==> config.mk <==
export PLATFORM = sky130hd
export DESIGN_NAME = occ_clock_control
export DESIGN_NICKNAME = d
export VERILOG_FILES = /design/src/occ_pkg.sv /design/src/occ_clock_control.sv /design/src/occ_lock_timer.sv
export SDC_FILE = /design/constraint.sdc
export NUM_CORES = 1
export LEC_CHECK = 0
export BUFFER_PORTS_ARGS = -buffer_cell sky130_fd_sc_hd__buf_2
export CAP_MARGIN = 30
export CORE_ASPECT_RATIO = 1.5
export CORE_MARGIN = 3
export CORE_UTILIZATION = 35
export CTS_CLUSTER_DIAMETER = 80
export CTS_CLUSTER_SIZE = 16
export DETAILED_ROUTE_END_ITERATION = 16
export GPL_TIMING_DRIVEN = 0
export HOLD_SLACK_MARGIN = 0.03
export PLACE_DENSITY_LB_ADDON = 0.05
export SLEW_MARGIN = 40
export SYNTH_ARGS = -nofsm -noshare
export SYNTH_HDL_FRONTEND = slang
export SYNTH_SLANG_ARGS = --single-unit
==> constraint.sdc <==
create_clock -name i_ref_clk -period 2.25 [get_ports i_ref_clk]
set_input_delay 0.225 -clock i_ref_clk [delete_from_list [all_inputs] [get_ports i_ref_clk]]
set_output_delay 0.225 -clock i_ref_clk [all_outputs]
set_load 0.01 [all_outputs]
==> src/occ_pkg.sv <==
// Constants for the oscillator and PLL clock control block.
// Assumes a single 50 MHz reference clock and plain-port software access.
// Operation
// - Oscillator control writes need option-byte enable
// - Oscillator runs while flag set; stop bit kept
// - Watchdog overflow in stabilization sets flag, reads 01H
// - Clearing PLL run bit clears clock select
// - Clock select accepts 1 only when locked
// - Lock flag is not instantaneous lock state
// - Watchdog overflow in stabilization selects internal oscillator
package occ_pkg;
  localparam int unsigned CLK_HZ = 50_000_000;
  localparam int unsigned LOCK_MIN_US = 800;
  // Least lockup count at the reference rate, cycles per us rounded down
  localparam int unsigned LOCK_MIN_CYC = (LOCK_MIN_US * (CLK_HZ / 1_000_000));
  localparam int SEL_W = 2;
  // Lockup cycles per selection code; code 0 is below the minimum wait
  localparam int unsigned LOCK_CYC_0 = 32'h0000_4E20;
  localparam int unsigned LOCK_CYC_1 = 32'h0000_9C40;
  localparam int unsigned LOCK_CYC_2 = 32'h0001_3880;
  localparam int unsigned LOCK_CYC_3 = 32'h0002_7100;
  localparam logic [7:0] SRC_STATUS_RST = 8'h00;
  localparam logic [7:0] SRC_STATUS_WDT = 8'h01;
  localparam logic [SEL_W-1:0] LOCK_SEL_RST = 2'h3;
  localparam int CNT_W = 20;
  typedef enum logic [2:0] {
    OCC_STOP = 3'b001,
    OCC_WAIT = 3'b010,
    OCC_LOCKED = 3'b100
  } occ_pll_state_t;
endpackage

==> src/occ_clock_control.sv <==
// Oscillator stop, CPU clock source and PLL select/lock control.
// Assumes software writes arrive as one-cycle strobes with data;
// the watchdog overflow and stabilization level are synchronous inputs.
module occ_clock_control #(
  parameter int SEL_W = occ_pkg::SEL_W
) (
  input wire logic i_ref_clk,
  input wire logic i_rst_n,
  input wire logic i_ce,
  input wire logic i_opt_osc_ctrl_en,
  input wire logic i_osc_ctrl_wr,
  input wire logic i_osc_stop_wdata,
  input wire logic i_stab_active,
  input wire logic i_wdt_overflow,
  input wire logic i_pll_ctrl_wr,
  input wire logic i_pll_run_wdata,
  input wire logic i_pll_sel_wdata,
  input wire logic i_lock_sel_wr,
  input wire logic [SEL_W-1:0] i_lock_sel_wdata,
  input wire logic i_clkout_wr,
  input wire logic i_clkout_en_wdata,
  output logic o_int_osc_stop_bit,
  output logic o_int_osc_run,
  output logic [7:0] o_cpu_clock_source_status_reg,
  output logic o_pll_run_bit,
  output logic o_pll_clock_select_bit,
  output logic o_pll_lock_flag,
  output logic [SEL_W-1:0] o_lockup_time_select_reg,
  output logic o_clock_output_enable_bit,
  output logic o_clock_output_active
);
  import occ_pkg::*;

  //////////////////////////////////////////////////////////////////////////
  logic stop_reg;
  logic src_flag_reg;
  logic pll_run_reg;
  logic pll_sel_reg;
  logic lock_reg;
  logic [SEL_W-1:0] lock_sel_reg;
  logic clkout_en_reg;
  occ_pll_state_t state_reg;
  occ_pll_state_t state_next;
  logic timer_done;

  // Writes reach the oscillator register only when the option byte allows
  wire logic osc_wr_ok = i_osc_ctrl_wr && i_opt_osc_ctrl_en;
  wire logic wdt_in_stab = i_wdt_overflow && i_stab_active;
  wire logic run_next = i_pll_ctrl_wr ? i_pll_run_wdata : pll_run_reg;
  wire logic pll_start = run_next && !pll_run_reg;
  wire logic pll_stop = !run_next && pll_run_reg;
  // Select forced low unless locked, and with the run bit
  wire logic sel_next = i_pll_ctrl_wr ?
      (i_pll_sel_wdata && lock_reg && run_next) :
      (pll_sel_reg && run_next);
  wire logic [CNT_W-1:0] lock_len =
      (lock_sel_reg == 2'h0) ? CNT_W'(LOCK_CYC_0) :
      (lock_sel_reg == 2'h1) ? CNT_W'(LOCK_CYC_1) :
      (lock_sel_reg == 2'h2) ? CNT_W'(LOCK_CYC_2) : CNT_W'(LOCK_CYC_3);
  // Lockup select is frozen during lockup to keep the count coherent
  wire logic lock_sel_ok = i_lock_sel_wr && (state_reg != OCC_WAIT);
  // Output enable may only rise while the PLL runs
  wire logic clkout_next = i_clkout_wr ?
      (i_clkout_en_wdata && pll_run_reg) : (clkout_en_reg && run_next);

  //////////////////////////////////////////////////////////////////////////
  // Lock flag follows this sequence, never the analog lock signal
  always_comb begin
    state_next = state_reg;
    unique case (state_reg)
      OCC_STOP: begin
        if (pll_start) begin
          state_next = OCC_WAIT;
        end
      end
      OCC_WAIT: begin
        if (pll_stop) begin
          state_next = OCC_STOP;
        end else if (timer_done) begin
          state_next = OCC_LOCKED;
        end
      end
      OCC_LOCKED: begin
        if (pll_stop) begin
          state_next = OCC_STOP;
        end
      end
    endcase
  end

  occ_lock_timer #(
    .CNT_W(CNT_W)
  ) u_timer (
    .i_ref_clk(i_ref_clk),
    .i_rst_n(i_rst_n),
    .i_ce(i_ce),
    .i_start(pll_start),
    .i_abort(pll_stop),
    .i_length(lock_len),
    .o_done(timer_done)
  );

  //////////////////////////////////////////////////////////////////////////
  always_ff @(posedge i_ref_clk or negedge i_rst_n) begin
    if (!i_rst_n) begin
      stop_reg <= 1'b0;
      src_flag_reg <= 1'b0;
      pll_run_reg <= 1'b0;
      pll_sel_reg <= 1'b0;
      lock_reg <= 1'b0;
      lock_sel_reg <= LOCK_SEL_RST;
      clkout_en_reg <= 1'b0;
      state_reg <= OCC_STOP;
    end else if (i_ce) begin
      if (osc_wr_ok) begin
        stop_reg <= i_osc_stop_wdata;
      end
      // Sticky until reset: CPU now runs on the internal oscillator
      if (wdt_in_stab) begin
        src_flag_reg <= 1'b1;
      end
      pll_run_reg <= run_next;
      pll_sel_reg <= sel_next;
      state_reg <= state_next;
      lock_reg <= (state_next == OCC_LOCKED);
      if (lock_sel_ok) begin
        lock_sel_reg <= i_lock_sel_wdata;
      end
      clkout_en_reg <= clkout_next;
    end
  end

  //////////////////////////////////////////////////////////////////////////
  // Registered copies keep every output straight from a flip-flop
  always_ff @(posedge i_ref_clk or negedge i_rst_n) begin
    if (!i_rst_n) begin
      o_int_osc_stop_bit <= 1'b0;
      o_int_osc_run <= 1'b1;
      o_cpu_clock_source_status_reg <= SRC_STATUS_RST;
      o_pll_run_bit <= 1'b0;
      o_pll_clock_select_bit <= 1'b0;
      o_pll_lock_flag <= 1'b0;
      o_lockup_time_select_reg <= LOCK_SEL_RST;
      o_clock_output_enable_bit <= 1'b0;
      o_clock_output_active <= 1'b0;
    end else if (i_ce) begin
      o_int_osc_stop_bit <= stop_reg;
      // Oscillator cannot stop while the CPU depends on it
      o_int_osc_run <= !stop_reg || src_flag_reg;
      o_cpu_clock_source_status_reg <= src_flag_reg ? SRC_STATUS_WDT : SRC_STATUS_RST;
      o_pll_run_bit <= pll_run_reg;
      o_pll_clock_select_bit <= pll_sel_reg;
      o_pll_lock_flag <= lock_reg;
      o_lockup_time_select_reg <= lock_sel_reg;
      o_clock_output_enable_bit <= clkout_en_reg;
      o_clock_output_active <= clkout_en_reg && pll_run_reg;
    end
  end
endmodule

==> src/occ_lock_timer.sv <==
// Lockup timer: counts the selected lockup period once started.
// Assumes start is a one-cycle pulse and abort clears it at once.
module occ_lock_timer #(
  parameter int CNT_W = 20
) (
  input wire logic i_ref_clk,
  input wire logic i_rst_n,
  input wire logic i_ce,
  input wire logic i_start,
  input wire logic i_abort,
  input wire logic [CNT_W-1:0] i_length,
  output logic o_done
);
  import occ_pkg::*;
  logic [CNT_W-1:0] cnt_reg;
  logic run_reg;
  wire logic last = run_reg && (cnt_reg == '0);

  always_ff @(posedge i_ref_clk or negedge i_rst_n) begin
    if (!i_rst_n) begin
      cnt_reg <= '0;
      run_reg <= 1'b0;
      o_done <= 1'b0;
    end else if (i_ce) begin
      o_done <= last && !i_abort;
      if (i_abort) begin
        run_reg <= 1'b0;
      end else if (i_start) begin
        run_reg <= 1'b1;
        cnt_reg <= i_length - CNT_W'(1);
      end else if (last) begin
        run_reg <= 1'b0;
      end else if (run_reg) begin
        cnt_reg <= cnt_reg - CNT_W'(1);
      end
    end
  end
endmodule

==> results.md <==
- Status: finished, violations left
- Failing checks: negative setup slack
- H-Tree Level Count: 2
- Die X: 73.9 um
- Placed cells: 369
- Final worst slack: -228 ps
- YS warnings: 0
- Initial Util: 0.366
- Port Buffers: 25
- First-pass GRT wire length: 10.1 mm
- F_max: 403 MHz
- Slew Limit Fails: 0
- Post-synth ARST share: 1.00
- CTS tree: built
- Critical Path, Cell by Cell: or4_4, or4_4, or4_4, or3_1, a21oi_2
- Vias/cell: 5.47
- Power Total: 2.48 mW
- Setup crit start: u_timer.cnt_reg[5]
- Std cell rows: 36
- Vias in the first global route: 2095
- Most numerous cell on the critical path: or4_4
- Worst Tran Pin Value: 657 ps
- Crit path capture type: flip-flop
- Area added between synthesis and finish: 23.8%
- Flop pwr share: 0.461
- Max_slew headroom: 0.558
- Maximum VDD drop: 0.355 mV
- Layout cells sized above 1: 0.305
- Switching pwr: 849 uW
- HP Start: i_lock_sel_wdata[0]
- Final Non-Filler Cells: 387
- Power density cells: 826 nW/um2
- # DRC: 0
- Mapped Area: 2420 um2
- Setup Viol. Count Final: 7
- Clock Pin Slew Worst Setup and Hold Paths: 90 ps
- Launching point of the worst reg2reg path: u_timer.cnt_reg[5]
- Hold path endpoint: lock_sel_reg[0]
- GRT Util Overall: 0.163
- RSZ-0062 raised after global routing: true
- Cell count after synthesis: 262
- Crit share post-route: 1.10
- Worst R2R Path Depth: 5
- CTS max path bufs: 2
- WL per Instance: 16.0 um
- HPWL after detailed placement: 4.44 mm
- Die height: 108 um
- ANT nets after route: 0
- Antenna violations before repair: 0
- Worst path max stage delay: 580 ps
- Inserted Diodes: 0
- Post-synth EDFFs: 0
- Final wirelength: 6.19 mm
- 1st-iter DRT viols: 84
- Post-Route Skew: 7.47 ps
- Worst Setup Path Type: flip-flop to flip-flop
- Max FFs per register: 20
- Crit-path max FO: 5
- Slowest-stage cell, CP: or4_4
- I/O pin cnt: 33
- Distinct cells, synth: 45
- Crit path time final: 2480 ps
- Clock share of power: 0.257
- Nets@finish: 336
- Root Driver: clkbuf_8
- Die Area: 7970 um2
- Pint: 1.63 mW
- Core area: 6620 um2
- Logic pwr share: 0.282
- Switch share: 0.343
- Leakage: 1.24 nW
- Crit start category: flip-flop
- Ys flop type: dfrtp_1
- DRT Pass-1 Iters: 6
- Final Hold Fails: 0
- Clk Latency, worst-skew pair: 290 ps
- WHS Path Cells: 3
- Largest net degree at the start of global routing: 44
- Setup WS pre-CTS: -765 ps
- Worst min-delay path class: input port to flip-flop
- Reg2reg setup slack: -230 ps
- Post-synthesis sequential area ratio: 0.448
- RD Place Congestion: 0.861
- CP Data Required Time: 2480 ps
- Crit path DAT: 2710 ps
- Synthesized flop and latch total: 43
- Max Cap Viol: 0
- Vias: 2117
- Clock net sink count: 43
- CTS Buf Count: 5
- Reg2reg end: u_timer.cnt_reg[19]
- Gr ovfl total: 0
- Avg Inst Size Synth: 9.24 um2
==> layout by cell type (no fill, tap or decap), drive strengths merged, types with 8 or more instances in the layout <==
master  instances
a21oi           8
buf            45
clkbuf         12
dfrtp          37
ha             10
inv            15
mux2            9
nand2          30
nand3          11
nor2           16
nor4            8
o21ai          21
==> worst max-delay path, delay by kind of cell (launching register included) <==
family	cells	cell delay (ps)
AND/OR/NAND/NOR	4	1880
flip-flops	1	410
AO/OA/AOI/OAI	1	120
==> layout make-up <==
class	instances	area (um2)
clock inverters	2	35.0
plain buffers	15	92.6
well taps	76	95.1
fillers	662	3620
multi-input cells	193	1330
clock buffers	6	82.6
flip-flops and latches	43	1090
repair buffers	37	220
inverters	15	56.3
==> synthesized netlist by cell type (7+ instances only) <==
cell type / instances / area (um2)
dfrtp_1: 37 / 926
nand2_1: 30 / 113
o21ai_0: 21 / 105
nor2_1: 16 / 60.1
inv_1: 15 / 56.3
nand3_1: 11 / 55.1
ha_1: 10 / 125
mux2_2: 9 / 101
a21oi_1: 8 / 40.0
nor4_1: 8 / 50.1
buf_4: 7 / 52.6
clkbuf_1: 7 / 26.3
nand4_1: 7 / 43.8
nor3_1: 7 / 35.0
or3_1: 7 / 43.8
==> routing by layer <==
metal | track usage | share of wire | up-vias
met5 | 0 | 0 | -
li1 | - | - | 1031
met1 | 0.199 | 0.42 | 1014
met4 | 0.0557 | 0.017 | 0
met3 | 0.0224 | 0.049 | 11
met2 | 0.287 | 0.52 | 61
==> power by group through the flow <==
stage	Clock, mW	Combinational, mW	Sequential, mW
2_1_floorplan	0	0.425	1.11
3_3_place_gp	0	0.616	1.15
6_report	0.636	0.698	1.14
3_5_place_dp	0	0.626	1.15
4_1_cts	0.659	0.658	1.14
5_1_grt	0.680	0.787	1.17
==> how the worst max path moves through the flow <==
stage	endpoint	slack, ps	cells past startpoint
global route	u_timer.cnt_reg[19]	-290	5
finish	u_timer.cnt_reg[19]	-230	5
detailed placement	u_timer.cnt_reg[16]	-760	10
floorplan	u_timer.cnt_reg[19]	-210	6
CTS	u_timer.cnt_reg[19]	-270	6
global placement	u_timer.cnt_reg[16]	-840	10
==> what timing repair did <==
action                     CTS  global route
buffers inserted             5             6
hold buffers                 1             0
pin swaps                    2             0
hold endpoints to repair    37             0
resized for setup           21            12
setup endpoints to repair   22            21
==> kinds of logic (layout without fill, tap and decap cells) <==
logic type | count (synthesis) | after routing | share of synthesized area
simple gates | 105 | 105 | 0.224
flops | 43 | 43 | 0.448
mux | 14 | 14 | 0.0625
buf+inv | 32 | 75 | 0.0615
compound gates | 57 | 57 | 0.151
fa+ha+maj | 10 | 10 | 0.0517
other cells | 1 | 7 | 0.00155
==> per-stage QoR <==
stage | setup TNS (ps) | util | instance area (um2) | hold slack [ps]
3_5_place_dp | -7780 | 0.405 | 2680 | 264
4_1_cts | -1520 | 0.442 | 2920 | 146
5_1_grt | -2000 | 0.453 | 3000 | 165
3_3_place_gp | -8520 | 0.402 | 2670 | 434
2_1_floorplan | -327 | - | 2440 | -70.6
6_report | -486 | 0.453 | 3000 | 143
(Power assumes the default switching activity.)
